$ cat config.mk
export PLATFORM = sky130hd
export DESIGN_NAME = port_a_upper_pin_mux
export DESIGN_NICKNAME = d
export VERILOG_FILES = /design/src/pkg/pin_mux_pkg.sv /design/src/verilog/port_a_upper_pin_mux.sv
export SDC_FILE = /design/constraint.sdc
export NUM_CORES = 1
export LEC_CHECK = 0
export BUFFER_PORTS_ARGS = -buffer_cell sky130_fd_sc_hd__buf_2
export CAP_MARGIN = 5
export CELL_PAD_IN_SITES_DETAIL_PLACEMENT = 0
export CELL_PAD_IN_SITES_GLOBAL_PLACEMENT = 1
export CORE_ASPECT_RATIO = 0.8
export CORE_UTILIZATION = 34
export CTS_CLUSTER_DIAMETER = 200
export DETAILED_ROUTE_END_ITERATION = 12
export GPL_TIMING_DRIVEN = 0
export PLACE_DENSITY = 0.89
export RECOVER_POWER = 50
export SETUP_SLACK_MARGIN = 0.1
export SLEW_MARGIN = 20
export SYNTH_ARGS = -nofsm -noshare
export SYNTH_HDL_FRONTEND = slang
export SYNTH_SLANG_ARGS = --single-unit
export TNS_END_PERCENT = 5
$ cat constraint.sdc
create_clock -name aclk -period 2.5 [get_ports aclk]
set_clock_uncertainty 0.1 [all_clocks]
set_input_delay 0.375 -clock aclk [delete_from_list [all_inputs] [get_ports aclk]]
set_output_delay 0.375 -clock aclk [all_outputs]
set_load 0.005 [all_outputs]
$ cat src/pkg/pin_mux_pkg.sv
// Constants and carrier types for the upper port pin multiplexer
package pin_mux_pkg;

  // ==========================================================
  // Register byte offsets
  localparam logic [7:0] port_pins_a_off = 8'h00;
  localparam logic [7:0] output_latch_a_off = 8'h04;
  localparam logic [7:0] direction_a_off = 8'h08;
  localparam logic [7:0] analog_select_a_off = 8'h0c;
  localparam logic [7:0] slew_rate_control_off = 8'h10;
  localparam logic [7:0] osc_config_off = 8'h14;

  // ==========================================================
  // Field positions and widths
  localparam int ans_bit5_pos = 5;
  localparam int osc_mode_pos = 0;
  localparam int clkout_en_pos = 2;
  localparam int slew_width = 5;

  // ==========================================================
  // Reset values
  localparam logic [7:4] latch_reset = 4'h0;
  localparam logic [7:4] direction_reset = 4'hf;
  localparam logic analog5_reset = 1'b1;
  localparam logic [4:0] slew_reset = 5'h1f;
  localparam logic [1:0] osc_mode_reset = 2'h0;
  localparam logic clkout_reset = 1'b0;

  // ==========================================================
  // Oscillator modes
  localparam logic [1:0] osc_internal = 2'h0;
  localparam logic [1:0] osc_rc = 2'h1;
  localparam logic [1:0] osc_crystal = 2'h2;
  localparam logic [1:0] osc_ext_clock = 2'h3;

  // ==========================================================
  // Bus responses
  localparam logic [1:0] resp_okay = 2'h0;
  localparam logic [1:0] resp_slverr = 2'h2;

  // Peripheral output requests toward pins 4 and 5
  typedef struct packed {
    logic sr_q_en;
    logic sr_latch_true_out;
    logic c1_en;
    logic comparator1_output;
    logic cmp_pwm5_en;
    logic compare_pwm_unit5_out;
    logic sr_nq_en;
    logic sr_latch_inverted_out;
    logic c2_en;
    logic comparator2_output;
  } periph_req_s;

endpackage : pin_mux_pkg

$ cat src/verilog/port_a_upper_pin_mux.sv
// Output priority and input routing for port pins 4 to 7, AXI4-Lite regs
//
// How it works
// - After reset pin 4 direction bit is 1, pin 4 undriven.
// - Pin 4 output with compare/PWM 5 enabled drives that instead of latch.
// - SR latch true output overrides every other pin 4 source.
// - Pin 4 ranks SR true, comparator 1, compare/PWM 5, then latch.
// - Pin 4 as input feeds the timer 0 external clock.
// - Pin 5 output comes from its latch even when analog-selected.
// - Pin 5 reads zero while analog-selected.
// - Pin 5 input, digital, feeds the SPI client select.
// - Pin 6 is a port pin only in internal mode without clock output.
// - RC mode with clock output drives quarter-rate clock on pin 6.
// - External oscillator modes cut pin 7 output and input.
// - Oscillator-claimed pins 6, 7 read zero in port, direction, latch.
// - Port read shows pins; port write updates the latch.
// - Unimplemented register bits read zero, writes ignored.
// - External clock input always comes from the pin 7 input.
//
// Our own choices: the placing of the registers and the AXI4-Lite interface to the registers.
`timescale 1ns/1ps

module port_a_upper_pin_mux (
  // Clock and reset
  input wire logic aclk,
  input wire logic aresetn,
  // AXI4-Lite write address and data
  input wire logic awvalid,
  output logic awready,
  input wire logic [7:0] awaddr,
  input wire logic wvalid,
  output logic wready,
  input wire logic [31:0] wdata,
  input wire logic [3:0] wstrb,
  // AXI4-Lite write response
  output logic bvalid,
  input wire logic bready,
  output logic [1:0] bresp,
  // AXI4-Lite read
  input wire logic arvalid,
  output logic arready,
  input wire logic [7:0] araddr,
  output logic rvalid,
  input wire logic rready,
  output logic [31:0] rdata,
  output logic [1:0] rresp,
  // Peripheral requests
  input wire pin_mux_pkg::periph_req_s periph_req,
  // Pins 4 to 7
  input wire logic [7:4] pin_in,
  output logic [7:4] pin_out,
  output logic [7:4] pin_oe_n,
  // Routed inputs
  output logic timer0_ext_clock_in,
  output logic spi_client_select_in,
  output logic external_clock_in
);

  // ==========================================================
  // Register state
  logic [7:4] latch_reg;
  logic [7:4] dir_reg;
  logic ans5_reg;
  logic [4:0] slew_reg;
  logic [1:0] osc_mode_reg;
  logic clkout_en_reg;
  logic [1:0] clk_div_reg;

  // Digital use of pins 6 and 7 left by the oscillator
  function automatic logic [7:6] port_usable(input logic [1:0] mode,
                                            input logic clk_out_on);
    port_usable[6] = (mode == pin_mux_pkg::osc_internal) && !clk_out_on;
    port_usable[7] = (mode == pin_mux_pkg::osc_internal);
  endfunction : port_usable

  function automatic logic mapped(input logic [7:0] addr);
    mapped = (addr == pin_mux_pkg::port_pins_a_off) ||
             (addr == pin_mux_pkg::output_latch_a_off) ||
             (addr == pin_mux_pkg::direction_a_off) ||
             (addr == pin_mux_pkg::analog_select_a_off) ||
             (addr == pin_mux_pkg::slew_rate_control_off) ||
             (addr == pin_mux_pkg::osc_config_off);
  endfunction : mapped

  logic [7:6] usable;
  logic clk_drive;
  assign usable = port_usable(osc_mode_reg, clkout_en_reg);
  // Crystal modes need pin 6 for the oscillator, no clock output there
  assign clk_drive = clkout_en_reg &&
                     (osc_mode_reg == pin_mux_pkg::osc_rc ||
                      osc_mode_reg == pin_mux_pkg::osc_internal);

  // ==========================================================
  // Write channel
  logic aw_full;
  logic w_full;
  logic [7:0] aw_addr_reg;
  logic [7:0] w_data_reg;
  logic w_lane0_reg;
  logic do_write;
  assign do_write = aw_full && w_full && !bvalid;

  always_ff @(posedge aclk) begin
    if (!aresetn) begin
      aw_full <= 1'b0;
      awready <= 1'b0;
      aw_addr_reg <= 8'h00;
    end else if (awvalid && awready) begin
      aw_full <= 1'b1;
      awready <= 1'b0;
      aw_addr_reg <= awaddr;
    end else if (do_write) begin
      aw_full <= 1'b0;
    end else if (!aw_full && !bvalid) begin
      awready <= 1'b1;
    end
  end

  always_ff @(posedge aclk) begin
    if (!aresetn) begin
      w_full <= 1'b0;
      wready <= 1'b0;
      w_data_reg <= 8'h00;
      w_lane0_reg <= 1'b0;
    end else if (wvalid && wready) begin
      w_full <= 1'b1;
      wready <= 1'b0;
      w_data_reg <= wdata[7:0];
      w_lane0_reg <= wstrb[0];
    end else if (do_write) begin
      w_full <= 1'b0;
    end else if (!w_full && !bvalid) begin
      wready <= 1'b1;
    end
  end

  always_ff @(posedge aclk) begin
    if (!aresetn) begin
      bvalid <= 1'b0;
      bresp <= pin_mux_pkg::resp_okay;
    end else if (do_write) begin
      bvalid <= 1'b1;
      bresp <= mapped(aw_addr_reg) ? pin_mux_pkg::resp_okay
                                   : pin_mux_pkg::resp_slverr;
    end else if (bvalid && bready) begin
      bvalid <= 1'b0;
    end
  end

  // Only byte lane 0 carries register bits; upper lanes are ignored
  logic wr_en;
  assign wr_en = do_write && w_lane0_reg;

  always_ff @(posedge aclk) begin
    if (!aresetn) begin
      latch_reg <= pin_mux_pkg::latch_reset;
    end else if (wr_en && (aw_addr_reg == pin_mux_pkg::port_pins_a_off ||
                 aw_addr_reg == pin_mux_pkg::output_latch_a_off)) begin
      latch_reg <= w_data_reg[7:4];
    end
  end

  always_ff @(posedge aclk) begin
    if (!aresetn) begin
      dir_reg <= pin_mux_pkg::direction_reset;
    end else if (wr_en && aw_addr_reg == pin_mux_pkg::direction_a_off) begin
      dir_reg <= w_data_reg[7:4];
    end
  end

  always_ff @(posedge aclk) begin
    if (!aresetn) begin
      ans5_reg <= pin_mux_pkg::analog5_reset;
      slew_reg <= pin_mux_pkg::slew_reset;
      osc_mode_reg <= pin_mux_pkg::osc_mode_reset;
      clkout_en_reg <= pin_mux_pkg::clkout_reset;
    end else if (wr_en) begin
      if (aw_addr_reg == pin_mux_pkg::analog_select_a_off) begin
        ans5_reg <= w_data_reg[pin_mux_pkg::ans_bit5_pos];
      end
      if (aw_addr_reg == pin_mux_pkg::slew_rate_control_off) begin
        slew_reg <= w_data_reg[pin_mux_pkg::slew_width-1:0];
      end
      if (aw_addr_reg == pin_mux_pkg::osc_config_off) begin
        osc_mode_reg <= w_data_reg[pin_mux_pkg::osc_mode_pos +: 2];
        clkout_en_reg <= w_data_reg[pin_mux_pkg::clkout_en_pos];
      end
    end
  end

  // ==========================================================
  // Read channel
  logic [7:0] rd_byte;
  always_comb begin
    rd_byte = 8'h00;
    unique case (araddr)
      pin_mux_pkg::port_pins_a_off: begin
        rd_byte[4] = pin_in[4];
        rd_byte[5] = pin_in[5] && !ans5_reg;
        rd_byte[7:6] = pin_in[7:6] & usable;
      end
      pin_mux_pkg::output_latch_a_off: begin
        rd_byte[7:4] = latch_reg & {usable, 2'b11};
      end
      pin_mux_pkg::direction_a_off: begin
        rd_byte[7:4] = dir_reg & {usable, 2'b11};
      end
      pin_mux_pkg::analog_select_a_off: begin
        rd_byte[pin_mux_pkg::ans_bit5_pos] = ans5_reg;
      end
      pin_mux_pkg::slew_rate_control_off: begin
        rd_byte[pin_mux_pkg::slew_width-1:0] = slew_reg;
      end
      pin_mux_pkg::osc_config_off: begin
        rd_byte[pin_mux_pkg::osc_mode_pos +: 2] = osc_mode_reg;
        rd_byte[pin_mux_pkg::clkout_en_pos] = clkout_en_reg;
      end
      default: begin
        rd_byte = 8'h00;
      end
    endcase
  end

  always_ff @(posedge aclk) begin
    if (!aresetn) begin
      arready <= 1'b0;
      rvalid <= 1'b0;
      rdata <= 32'h0000_0000;
      rresp <= pin_mux_pkg::resp_okay;
    end else if (arvalid && arready) begin
      arready <= 1'b0;
      rvalid <= 1'b1;
      rdata <= {24'h00_0000, rd_byte};
      rresp <= mapped(araddr) ? pin_mux_pkg::resp_okay
                              : pin_mux_pkg::resp_slverr;
    end else if (rvalid && rready) begin
      rvalid <= 1'b0;
    end else if (!rvalid) begin
      arready <= 1'b1;
    end
  end

  // ==========================================================
  // Pin output arbitration
  logic [7:4] out_next;
  logic [7:4] oe_n_next;
  always_comb begin
    // Pin 4: fixed priority chain
    if (periph_req.sr_q_en) begin
      out_next[4] = periph_req.sr_latch_true_out;
    end else if (periph_req.c1_en) begin
      out_next[4] = periph_req.comparator1_output;
    end else if (periph_req.cmp_pwm5_en) begin
      out_next[4] = periph_req.compare_pwm_unit5_out;
    end else begin
      out_next[4] = latch_reg[4];
    end
    oe_n_next[4] = dir_reg[4];
    // Pin 5: analog select never blocks the driver
    if (periph_req.sr_nq_en) begin
      out_next[5] = periph_req.sr_latch_inverted_out;
    end else if (periph_req.c2_en) begin
      out_next[5] = periph_req.comparator2_output;
    end else begin
      out_next[5] = latch_reg[5];
    end
    oe_n_next[5] = dir_reg[5];
    // Pin 6: clock output ignores direction
    if (clk_drive) begin
      out_next[6] = clk_div_reg[1];
      oe_n_next[6] = 1'b0;
    end else if (usable[6]) begin
      out_next[6] = latch_reg[6];
      oe_n_next[6] = dir_reg[6];
    end else begin
      out_next[6] = 1'b0;
      oe_n_next[6] = 1'b1;
    end
    // Pin 7: driver off whenever the oscillator owns it
    out_next[7] = latch_reg[7] && usable[7];
    oe_n_next[7] = !usable[7] || dir_reg[7];
  end

  // Free-running divide by four of the oscillator-derived clock
  always_ff @(posedge aclk) begin
    if (!aresetn) begin
      clk_div_reg <= 2'h0;
    end else begin
      clk_div_reg <= clk_div_reg + 2'h1;
    end
  end

  always_ff @(posedge aclk) begin
    if (!aresetn) begin
      pin_out <= 4'h0;
      pin_oe_n <= 4'hf;
    end else begin
      pin_out <= out_next;
      pin_oe_n <= oe_n_next;
    end
  end

  // ==========================================================
  // Input routing
  always_ff @(posedge aclk) begin
    if (!aresetn) begin
      timer0_ext_clock_in <= 1'b0;
      spi_client_select_in <= 1'b1;
      external_clock_in <= 1'b0;
    end else begin
      timer0_ext_clock_in <= dir_reg[4] && pin_in[4];
      // Select is active low, so a blocked path reads as deselected
      spi_client_select_in <= (dir_reg[5] && !ans5_reg) ? pin_in[5]
                                                        : 1'b1;
      external_clock_in <= pin_in[7];
    end
  end
endmodule : port_a_upper_pin_mux

# After elaboration in Yosys (flattened, before gate mapping)
# Cells that the tools add are included.
op_classes:
  n_mux: 23
  reduce_logical: 53
  eq_ne: 11
  bitwise_logic: 7
  add_sub_neg: 1
ops:
  columns: ["operator", "count"]
  rows:
  - ["8-bit by 4-bit == test with 1-bit output, second input constant", 4]
  - ["8-bit by 5-bit == test with 1-bit output, second input constant", 4]
  - ["1-bit logical AND", 18]
  - ["1-bit 2-to-1 mux", 17]
  - ["8-bit by 3-bit == test with 1-bit output, second input constant", 2]
  - ["8-bit logical NOT", 2]
  - ["2-bit AND reduction", 7]
  - ["1-bit logical OR", 12]
  - ["4-bit AND", 2]
  - ["1-bit case mux with 4 select lines", 2]
  - ["2-bit nonzero test", 4]
  - ["1-bit logical NOT", 6]
  - ["2-bit case mux with 3 select lines", 1]
  - ["3-bit case mux with 2 select lines", 1]
  - ["2-bit OR reduction", 3]
  - ["2-bit 2-to-1 mux", 2]
  - ["1-bit inverter", 4]
  - ["2-bit by 1-bit adder with 2-bit output, second input constant", 1]
  - ["2-bit AND", 1]
  - ["2-bit by 1-bit == test with 1-bit output, second input constant", 1]
  - ["2-bit logical NOT", 1]
totals:
  output_inout_bits: 52
  regBits: 66
  inputBits: 73
  elab_cells: 120

# Depth between registers and ports, before layout
# Gate-level depths: netlist of run 1.
depth:
  depth_word: 7
  mapped_depth: 6
  ltp_nobuf: 4

# Worst setup path before layout of run 1
# Ideal clock, no wire load.
synth_path:
  kind: "register to register"
  start: "register aw_addr_reg[0]"
  end: "register latch_reg[4] in the netlist's numbering"
  slack_ns: 0.546
  arrival_ns: 1.738
  setup_ns: 0.116
  t_required_ns: 2.284
  path_buffers: 2
  stages_incl_launch_ff: 7
  period_less_slack_ns: 1.954
  path_cell_list: "dfxtp_1 or4_4 buf_6 or4_4 buf_6 mux2i_1 nor2b_1"
synth_via:
  elab_chain_cells: 3
synth_lines:
  columns: ["item", "line", "rtl"]
  rows:
  - ["from (decl)", "port_a_upper_pin_mux.sv:97", "logic [7:0] aw_addr_reg;"]
  - ["from (signal assigned)", "port_a_upper_pin_mux.sv:111", "aw_addr_reg <= awaddr;"]
  - ["8-bit by 3-bit == test with 1-bit output or 8-bit logical NOT (tied branches)", "port_a_upper_pin_mux.sv:158, port_a_upper_pin_mux.sv:157", null]
  - ["1-bit logical OR *", "port_a_upper_pin_mux.sv:157", "end else if (wr_en && (aw_addr_reg == pin_mux_pkg::port_pins_a_off ||"]
  - ["1-bit logical AND *", "port_a_upper_pin_mux.sv:157", null]
  - ["to (signal assigned)", "port_a_upper_pin_mux.sv:156", "latch_reg <= pin_mux_pkg::latch_reset;"]
  - ["to (signal assigned)", "port_a_upper_pin_mux.sv:159", "latch_reg <= w_data_reg[7:4];"]
  - ["to (decl)", "port_a_upper_pin_mux.sv:61", "logic [7:4] latch_reg;"]
# Every way passes the cells marked *; elsewhere a longest branch is shown, timed or not.
# A chain may end at the register's enable or synchronous reset.

# Final worst setup path of run 1
layout_path:
  start: "register aw_addr_reg[0]"
  end: "register latch_reg[5] in the netlist's numbering"
# Same word-level chain as after synthesis.

==> results.txt, run 1 <==
The run finished with clean final reports. The average footprint of a synthesized cell is 9.205 um2. The total overflow reported by the global router came out at 0.

The clock tree synthesis step divided the H-tree into 3 levels. The number of nets at the end of the flow is 491. The number of rows in the core area is 29. The number of enable-type register cells in the synthesized netlist came out at 0. The dominant register cell in the synthesized netlist is dfxtp_1. The die is 84.47 um tall. Counting instances in the post-synthesis netlist gives the leading cell types as 64 x dfxtp_1, 52 x nand2_1, 26 x buf_4, 26 x mux2i_1, 20 x a21boi_0.

The adder and majority cell fraction of the synthesized area came out at 0. The first-iteration detailed-routing DRC count came out at 90. The die outline area came out at 8876 um2. The storage element area is 1281 um2. The number of input and output port buffers inserted came out at 68. The total inserted antenna cells is 0.

The combined area of the multi-input logic cells is 1420 um2. The global-route usage over all layers is 0.1533. The worst hold path belongs to the class primary input to flop. The detailed-route wire length came out at 6508 um. The number of slew-limit violations in the final report came out at 0. The detail route stage leaves a number of antenna-violating nets equal to 0. The final setup TNS is 0 ps. The reported leakage power is 1.556 nW. The root buffer selected by CTS is clkbuf_8. The initial core utilization came out at 0.3572. Yosys instantiated no cell more often than dfxtp_1. The analysis attributes to net switching a power of 0.0005250 W. STA classifies the critical path startpoint as a flop.

IR analysis of the VDD net gives a maximum drop of 191.9 uV. The post-DP HPWL is 4888 um. The final count of hold timing violations came out at 0.

The routed wire length per instance is 12.26 um. The synthesis-to-layout area growth is 25.11%. For the pin with the worst max-slew slack, the measured transition is 642.2 ps. The placeable core area is 8092 um2. The clock passes through at most 2 buffers. The total of max-cap violations is 0. The complex-gate fraction of the synthesized area came out at 0.1139.

At the end of the flow the core is filled with cells to 0.4469. The number of warnings printed during yosys synthesis came out at 0. The global-route wire length before repair came out at 10,320 um. At the later pin of the worst-skew pair, clock insertion delay measures 340 ps. Synthesis handed over a netlist of 314 instances.

The via count of the first global-routing pass is 2,164. The initial antenna violation count was 0. STA classifies the critical path endpoint as a flop. By area the synthesized netlist is led by dfxtp_1 44%, mux2i_1 9.0%, buf_4 6.8%. The total DRC errors in the routed layout came out at 0. The die boundary width is 105.1 um.

The register bit count reported by yosys came out at 64. The areal power density over the cells came out at 573.6 nW/um2. TritonCTS built the clock tree.

The share of the clock period used by the worst path after layout came out at 0.8332. The TritonCTS buffer count is 9. The internal power of the cells totals 0.001549 W.

The share of async-settable or async-resettable flops after synthesis came out at 0. The final period demand of the worst path is 2083 ps. The maximum number of pins on one net before global-route repair is 11. Of the total power, registers draw 0.519.

The main combinational cell family by area after synthesis is simple AND/OR/NAND/NOR gates. Setup repair after global routing left no endpoint under its margin. The total setup violations reported at the end of the flow came out at 0. The startpoint-to-endpoint class of the critical path is flop to flop. The part of the power in combinational logic is 0.114. Across all hold checks on the routed design, the worst slack comes to 176.4 ps.

The sequential area share after synthesis is 0.4433. The total of cells resized after clock tree synthesis came out at 0. The global placement routability congestion is 0.8035. The count of distinct cell types in the synthesized netlist is 45. The mean number of vias per cell is 4.512. Measured against the total synthesized area, the mux share comes to 0.09394. The CTS clock-pin slew for the worst setup and hold paths came out at 70 ps. Of the total synthesized cell area, the portion taken by AND, OR, NAND and NOR gates is 0.2437.

Hold repair after CTS inserted 0 buffers. In this run the post-CTS setup repair buffer count came out at 0. STA puts the critical path data required time at 2620 ps. The synthesized-area fraction occupied by xor and xnor cells came out at 0.006061. The number of optimization iterations in the first detailed-route pass is 4. The total number of clock tree sinks is 64. The clock group share of total power is 0.367. The share of cells above drive strength 1 came out at 0.2624. The maximum clock frequency came out at 480.1 MHz. The top cell type's share of synthesized area came out at 0.4433. The number of vias after detailed routing is 2,396. The number of filler instances in the final layout came out at 799. For the worst setup path, the data arrival time is 2210 ps. The biggest area contributor in the post-synthesis netlist is dfxtp_1. The relative slew slack came out at 0.5719. For this design the top-level I/O count stands at 125.

The net switching share of the total power is 0.2531. The highest fanout seen on the critical path came out at 6. The cell area after technology mapping came out at 2890 um2.
-- per-stage QoR --
| stage | total power (W) | cell area (um2) | worst slack (ps) | cells |
|---|---|---|---|---|
| floorplan | 0.001250 | 2984 | 546.2 | 339 |
| global placement | 0.001330 | 3460 | 422.1 | 515 |
| detailed placement | 0.001336 | 3460 | 402.3 | 515 |
| CTS | 0.002096 | 3625 | 412.8 | 531 |
| global route | 0.002172 | 3616 | 346.2 | 531 |
| finish | 0.002074 | 3616 | 416.9 | 531 |
-- final cells by class --
| cell class | count | area share |
|---|---|---|
| clock buffer | 12 | 0.04014 |
| sequential | 64 | 0.3543 |
| inverter | 2 | 0.002076 |
| tap | 108 | 0.03737 |
| clock inverter | 4 | 0.005536 |
| buffer | 43 | 0.07612 |
| multi-input combinational | 230 | 0.3927 |
| timing repair buffer | 68 | 0.09170 |
-- path summary, 6_finish.rpt --
path                   from                    to  slack [ps]  depth (start not counted)
max          aw_addr_reg[0]          latch_reg[5]         420                          6
min               pin_in[5]  spi_client_select_in         180                          2
max reg2reg  aw_addr_reg[0]          latch_reg[5]         420                          6
min reg2reg  clk_div_reg[0]        clk_div_reg[0]         330                          1
-- cell families (layout without fill, tap and decap cells) --
| group | after synthesis | after routing |
|---|---|---|
| compound gates | 49 | 49 |
| xor+xnor | 2 | 2 |
| buf+inv | 45 | 129 |
| flops | 64 | 64 |
| mux | 27 | 27 |
| other cells | 1 | 26 |
| simple gates | 126 | 126 |
-- cells in the final DEF, fill, tap and decap left out, types with 3 or more instances in the layout --
| master | n |
|---|---|
| nor3b_1 | 3 |
| clkinv_2 | 4 |
| o21ai_0 | 9 |
| clkbuf_8 | 10 |
| a21oi_1 | 8 |
| nor3_1 | 3 |
| nand4b_1 | 3 |
| nand3_1 | 11 |
| or3_1 | 3 |
| mux2i_1 | 26 |
| nor2b_1 | 15 |
| nand2_1 | 52 |
| conb_1 | 26 |
| a21boi_0 | 20 |
| buf_2 | 62 |
| dfxtp_1 | 64 |
| nand2b_1 | 5 |
| nor2_1 | 5 |
| clkbuf_1 | 21 |
| and2_1 | 9 |
| buf_4 | 26 |
-- power groups by stage --
stage / logic, W / registers (W) / clock network [W]
5_1_grt: 0.000262 / 0.00108 / 0.000830
3_5_place_dp: 0.000237 / 0.00110 / 0
4_1_cts: 0.000238 / 0.00108 / 0.000782
3_3_place_gp: 0.000233 / 0.00110 / 0
2_1_floorplan: 0.000155 / 0.00109 / 0
6_report: 0.000236 / 0.00108 / 0.000762
-- metal layers --
metal  share of wire  GRT usage  wire length [um]  vias to the layer above
met4          0.0092    0.04609                60                        0
met2            0.44     0.2432              2863                       79
met5               0          0                 0                        -
met3           0.066    0.06211               429                        5
met1            0.48     0.1914              3155                     1081
li1                -          -                 -                     1231
-- worst max-delay path: stages (launching register included) --
cell	delay, ps
dfxtp_1	310
or4_4	530
buf_6	150
or4_4	480
buf_6	150
mux2i_1	180
nor2b_1	70
(Power assumes the default switching activity.)
==> inputs of run 2 (changes only) <==
- ABC_AREA: unset -> 1
- CORE_UTILIZATION: 34 -> 33
- PLACE_DENSITY: 0.89 -> 0.9
- clock period: 2.5 -> 2.13 ns (I/O delays scaled with it)
==> results.txt, run 2 <==
The top cell type's share of synthesized area came out at 0.4551 (+0.01182). The areal power density over the cells is 757.1 nW/um2 (+32%). The total inserted antenna cells is 0 (unchanged). The number of nets at the end of the flow is 543 (+11%). The global-route usage over all layers came to 0.1584 (+0.005106).

The cts-stage hold buffer count is 0 (unchanged). The initial core utilization is 0.3479 (-0.009278). The worst setup timing slack at the placement stage is 514.9 ps (+112.6 ps). The critical path endpoint category is a flop. The number of buffers on the longest clock path is 2 (unchanged). The share of the clock period used by the worst path after layout is 0.7617 (-0.07158). The cell with the biggest individual delay on the critical path is dfxtp_1. The number of enable-type register cells in the synthesized netlist came out at 0 (unchanged). The synthesis-to-layout area growth is 27.96%. The number of warnings printed during yosys synthesis came out at 0 (unchanged).

The I/O pin count was 125 (unchanged). The library cells used most frequently in the layout, excluding fill and tap cells, are 65 x buf_2, 64 x dfxtp_1, 45 x inv_1, 44 x o21ai_0, 43 x nand2_1. The arrival time of data at the critical path endpoint came out at 1760 ps (-450 ps).

The transition time of the tightest slew-check pin came out at 561.2 ps (-81.00 ps). The root buffer selected by CTS is clkbuf_8. The internal reg-to-reg setup slack is 510 ps (+90 ps).

The total overflow reported by the global router came to 0 (unchanged). The total DRC errors in the routed layout is 0 (unchanged). The first-iteration detailed-routing DRC count is 186 (+110%).

The die boundary width is 105.3 um (+0.18%). The detailed-route wire length was 6723 um (+3.3%). The total number of clock tree sinks is 64 (unchanged). The clock latency on the worst-skew pair is 340 ps (about the same).

The global placement routability congestion is 0.7929 (-1.3%). The share of async-settable or async-resettable flops after synthesis was 0 (unchanged). The count of distinct cell types in the synthesized netlist is 30 (-33%). The portion of total power attributed to sequential cells came to 0.469 (-0.050).

The placeable core area was 8092 um2 (unchanged). The required time at the worst-slack endpoint was 2260 ps (-360 ps). Setup repair after global routing left no endpoint under its margin. The TritonCTS buffer count came out at 9 (unchanged). The net switching share of the total power is 0.2532 (about the same). In the synthesized netlist, the cells that appear most often are 64 x dfxtp_1, 45 x inv_1, 44 x o21ai_0, 43 x nand2_1, 39 x nor2_1. The worst setup path is launched from a flop. The initial antenna violation count is 0 (unchanged). By startpoint and endpoint, the worst setup path is classified as flop to flop. The maximum number of pins on one net before global-route repair came out at 13 (+2). The number of vias after detailed routing came out at 2,621 (+9.4%). The total of max-cap violations is 0 (unchanged).

The net switching component of the power came out at 0.0006904 W (+32%). The routed wire length per instance is 11.53 um (-5.9%). The number of optimization iterations in the first detailed-route pass was 5 (+1). The total of cells resized after clock tree synthesis is 0 (unchanged).

The most frequent cell after synthesis is dfxtp_1. The final critical-path setup slack is 507.7 ps (+90.77 ps). The global-route wire length before repair is 10,900 um (+5.6%). The share of cells above drive strength 1 is 0.2568 (-0.005569).

The final setup TNS came out at 0 ps (unchanged). The post-DP HPWL came out at 5209 um (+6.6%). The level count of the clock H-tree came to 3 (unchanged). The run finished with clean final reports. The number of input and output port buffers inserted came out at 70 (+2.9%).

The reported leakage power is 1.745 nW (+12%). The number of buffers inserted by post-CTS setup repair came out at 0 (unchanged). The final period demand of the worst path is 1622 ps (-460.8 ps). The total internal power came to 0.002037 W (+31%).

The average footprint of a synthesized cell is 7.734 um2 (-16%). The y dimension of the die is 84.61 um (+0.17%). The total setup violations reported at the end of the flow came out at 0 (unchanged). The total chip power was 0.002727 W (+31%). The clock group share of total power was 0.419 (+0.052). The highest fanout seen on the critical path came out at 8 (+2). The cell area after technology mapping came out at 2815 um2 (-2.6%).

The library cell used most frequently in the layout, excluding fill and tap cells, is buf_2. The relative slew slack came out at 0.6259 (+0.05400). The number of rows in the core area came out at 29 (unchanged). The final count of hold timing violations is 0 (unchanged). By area the synthesized netlist is led by dfxtp_1 46%, o21ai_0 7.8%, buf_4 7.2%. The cell count after synthesis came out at 364 (+16%). Walking the worst path, the cells encountered are nor2_1 > inv_1 > nor3_4 > nand3_2 > o21ai_0 > a21oi_1.

The number of nets with antenna violations after detailed routing is 0 (unchanged). The largest vdd supply drop is 281.0 uV (+46%). The sequential area share after synthesis is 0.4551 (+0.01182). Of all cell types, the one taking the most synthesized area is dfxtp_1. The number of filler instances in the final layout came out at 825 (+3.3%). The CTS clock-pin slew for the worst setup and hold paths came out at 70 ps (about the same). The part of the power in combinational logic is 0.113 (about the same).

TritonCTS built the clock tree. The dominant register cell in the synthesized netlist is dfxtp_1. The classification of the worst-slack hold path is primary input to flop.

The via count of the first global-routing pass came out at 2,355 (+8.8%). The register bit count reported by yosys is 64 (unchanged). The maximum clock frequency came out at 616.4 MHz (+28%). The number of slew-limit violations in the final report came to 0 (unchanged). The worst stage delay on the critical path is 310 ps (-220 ps). The die outline area came out at 8906 um2 (+0.35%). The mean number of vias per cell is 4.496 (-0.37%).
## run 2: cell families (layout without fill, tap and decap cells)
logic type / Yosys count / in the layout / synth area share
AOI/OAI and AO/OA: 87 / 87 / 0.1649
xor gates and xnor gates: 1 / 1 / 0.003112
buffers and inverters: 81 / 167 / 0.1444
DFF: 64 / 64 / 0.4551
muxes: 1 / 1 / 0.003556
other: 1 / 26 / 0.001332
and+or+nand+nor: 129 / 129 / 0.2276
## run 2: area by class of cell
cell class	count	area (um2)	share of cell area
Inverter	46	172.7	0.04793
Clock inverter	7	95.09	0.02640
Buffer	35	230.2	0.06391
Timing Repair Buffer	70	342.8	0.09517
Sequential cell	64	1281	0.3557
Clock buffer	9	123.9	0.03439
Multi-Input combinational cell	244	1221	0.3390
Tap cell	108	135.1	0.03751
## run 2: path summary, 6_finish.rpt
check                  from              endpoint  depth (start not counted)
max reg2reg  aw_addr_reg[0]          latch_reg[7]                          6
max          aw_addr_reg[0]          latch_reg[7]                          6
min               pin_in[7]     external_clock_in                          3
min reg2reg      dir_reg[5]  spi_client_select_in                          1
## run 2: power groups by stage
stage | combinational, W | clock, W | sequential (W)
after detailed placement | 0.000308 | 0 | 0.00131
after CTS | 0.000310 | 0.00117 | 0.00128
after floorplan | 0.000200 | 0 | 0.00130
after global placement | 0.000301 | 0 | 0.00130
final | 0.000307 | 0.00114 | 0.00128
after global routing | 0.000347 | 0.00123 | 0.00128
## run 2: critical path, delay by kind of cell (launching register included)
kind | cells | cell delay, ps
compound gates | 2 | 320
buf+inv | 1 | 120
simple gates | 3 | 660
flops | 1 | 310
## run 2: metrics by stage
step	instances	hold WS (ps)	util	area [um2]
finish	583	94.39	0.4452	3602
detailed placement	567	319.0	0.4195	3395
global placement	567	312.8	0.4195	3395
CTS	583	80.67	0.4466	3613
floorplan	389	293.5	-	2909
global route	583	107.4	0.4452	3602
## run 2: metal layers
metal,global-route usage,share of wire,vias to the layer above
li1,-,-,1351
met4,0.05378,0.015,0
met3,0.05280,0.078,12
met5,0,0,-
met1,0.2048,0.48,1149
met2,0.2476,0.43,109
==> inputs of run 3 (changes only) <==
- ABC_AREA: 1 -> 0
- CORE_UTILIZATION: 33 -> 34
- PLACE_DENSITY: 0.9 -> 0.89
- clock period: 2.13 -> 1.66 ns (I/O delays scaled with it)
==> results.txt, run 3 (synthesis results as in run 1) <==
The highest fanout seen on the critical path is 5 (-3). The number of buffers on the longest clock path came out at 2 (unchanged). The arrival time of data at the critical path endpoint came out at 2120 ps (+360 ps). The total of max-cap violations came out at 0 (unchanged).

The via count of the first global-routing pass is 2,195 (-6.8%). The worst hold slack came out at 33.26 ps (-61.13 ps). The total DRC errors in the routed layout is 0 (unchanged). The total chip power is 0.003287 W (+21%). The number of non-filler instances in the completed layout came out at 536 (-8.1%).

In the layout the commonest cells are 66 x buf_2, 63 x dfxtp_1, 52 x nand2_1, 30 x buf_4, 26 x conb_1. The maximum clock frequency came out at 504.2 MHz (-18%). The total overflow reported by the global router is 0 (unchanged).

The share of cells above drive strength 1 came out at 0.2944 (+0.03755). The routed wire length per instance was 12.53 um (+8.7%). TritonCTS built the clock tree.

The relative slew slack came out at 0.6109 (-0.01499). The global-route wire length before repair was 10,650 um (-2.3%). The CTS clock-pin slew for the worst setup and hold paths is 70 ps (about the same). The required time at the worst-slack endpoint is 1800 ps (-460 ps). The final period demand of the worst path came to 1983 ps (+360.9 ps). The worst hold path stage count came to 2 (-1). The initial antenna violation count was 0 (unchanged). The y dimension of the die came out at 84.47 um (-0.17%). The initial core utilization is 0.3572 (+0.009278). The signal on the critical path passes through or4_4 > buf_6 > or4_4 > buf_6 > mux2i_2 > nor2b_1. The utilization of the core after routing is 0.4572 (+0.01206). The library cell used most frequently in the layout, excluding fill and tap cells, is buf_2. The internal reg-to-reg setup slack was -320 ps (-830 ps). The clock latency on the worst-skew pair is 350 ps (about the same).

The number of nets with antenna violations after detailed routing was 0 (unchanged). The total inserted antenna cells is 0 (unchanged). The I/O pin count is 125 (unchanged).

The number of filler instances in the final layout is 812 (-1.6%). The final count of hold timing violations came to 0 (unchanged). The number of slew-limit violations in the final report was 0 (unchanged). The transition time of the tightest slew-check pin was 583.7 ps (+22.48 ps).

The combined buffer and inverter count along the critical path came out at 2 (+1). The first-iteration detailed-routing DRC count is 133 (-28%). The global placement routability congestion was 0.7994 (+0.82%). The reported leakage power is 1.596 nW (-8.6%). The number of cells on the worst reg-to-reg path is 6 (unchanged). In this run the critical register-to-register path is launched from aw_addr_reg[6].

The placeable core area is 8092 um2 (unchanged). The final critical-path setup slack came out at -323.2 ps (-830.9 ps). The number of cells after detailed placement came out at 515 (-9.2%).

The number of rows in the core area came out at 29 (unchanged). The startpoint-to-endpoint class of the critical path is flop to flop. The checks that failed: negative setup slack. The cts-stage hold buffer count was 0 (unchanged). The maximum number of pins on one net before global-route repair came out at 12 (-1). The number of nets at the end of the flow is 496 (-8.7%). The cell with the biggest individual delay on the critical path is or4_4. The share of the clock period used by the worst path after layout is 1.195 (+0.4331). The total setup violations reported at the end of the flow is 18 (+18).

The post-DP HPWL came out at 4864 um (-6.6%). The largest vdd supply drop is 370.8 uV (+32%). The worst setup path is launched from a flop.

Setup repair after global routing could not meet its margin everywhere. The number of vias after detailed routing came out at 2,400 (-8.4%). The startpoint identified for the worst hold timing path is pin_in[7]. The detailed-route wire length came out at 6716 um (-0.10%). The number of input and output port buffers inserted is 68 (-2.9%).

The TritonCTS buffer count came out at 9 (unchanged). In this run the critical register-to-register path is captured at latch_reg[4]. The global-route usage over all layers came out at 0.1577 (-0.0006992). The level count of the clock H-tree is 3 (unchanged). The worst stage delay on the critical path came out at 520 ps (+210 ps). The number of optimization iterations in the first detailed-route pass is 4 (-1). The path class of the tightest hold or removal check is primary input to flop.

The flow ran to the end, but the final reports show violations. The mean number of vias per cell is 4.478 (-0.40%). The synthesis-to-layout area growth is 28.01% (about the same). The areal power density over the cells is 888.4 nW/um2 (+17%). Broken down by cell family, the worst path's largest delay share belongs to simple AND/OR/NAND/NOR gates. The die boundary width is 105.1 um (-0.18%). In this run the clock root is driven by a clkbuf_8. The end point of the worst hold path is external_clock_in.

The worst setup path is captured at a flop. The total number of clock tree sinks is 64 (unchanged). The die outline area came out at 8876 um2 (-0.35%).
==> run 3: metal layers <==
metal	part of all wire	vias up	global-route usage
li1	-	1245	-
met1	0.48	1071	0.1955
met2	0.43	74	0.2565
met3	0.070	10	0.06134
met4	0.013	0	0.04225
met5	0	-	0
==> run 3: how the worst max path moves through the flow <==
stage,start,to,depth (start not counted)
5_1_grt,aw_addr_reg[6],latch_reg[4],6
3_3_place_gp,araddr[5],rdata[3],5
2_1_floorplan,aw_addr_reg[6],latch_reg[4],6
4_1_cts,aw_addr_reg[6],latch_reg[4],6
6_report,aw_addr_reg[6],latch_reg[4],6
3_5_place_dp,bvalid,latch_reg[4],5
==> run 3: worst register-to-register path, delay by kind of cell, from the launching register on <==
kind / cells / cell delay, ps
multiplexers: 1 / 160
buffers and inverters: 2 / 300
flip-flops: 1 / 310
AND/OR/NAND/NOR: 3 / 990
==> run 3: where the power goes <==
group | internal [W] | total (W) | switching, W
logic | 0.000187 | 0.000370 | 0.000182
registers | 0.00158 | 0.00162 | 0.0000390
clock network | 0.000685 | 0.00130 | 0.000611
==> run 3: timing repair <==
action                                  in CTS  in global routing
setup buffers                                5                  0
pin swaps                                    1                  1
resized for setup                            4                  6
endpoints found under the setup margin      20                 24
==> run 3: metrics by stage <==
step,setup TNS [ps],setup WS [ps],area [um2]
3_5_place_dp,-6690,-353.1,3460
2_1_floorplan,-3142,-231.3,2984
3_3_place_gp,-5892,-302.9,3460
6_report,-4560,-323.2,3700
5_1_grt,-6047,-399.4,3700
4_1_cts,-4733,-333.0,3695
==> run 3: layout make-up <==
class | count | area (um2) | share of cell area
timing repair buffer | 73 | 376.6 | 0.1018
buffer | 43 | 277.8 | 0.07508
sequential | 64 | 1282 | 0.3466
clock inverter | 6 | 60.06 | 0.01623
multi-input combinational | 230 | 1433 | 0.3872
clock buffer | 10 | 127.6 | 0.03449
tap | 108 | 135.1 | 0.03652
inverter | 2 | 7.507 | 0.002029
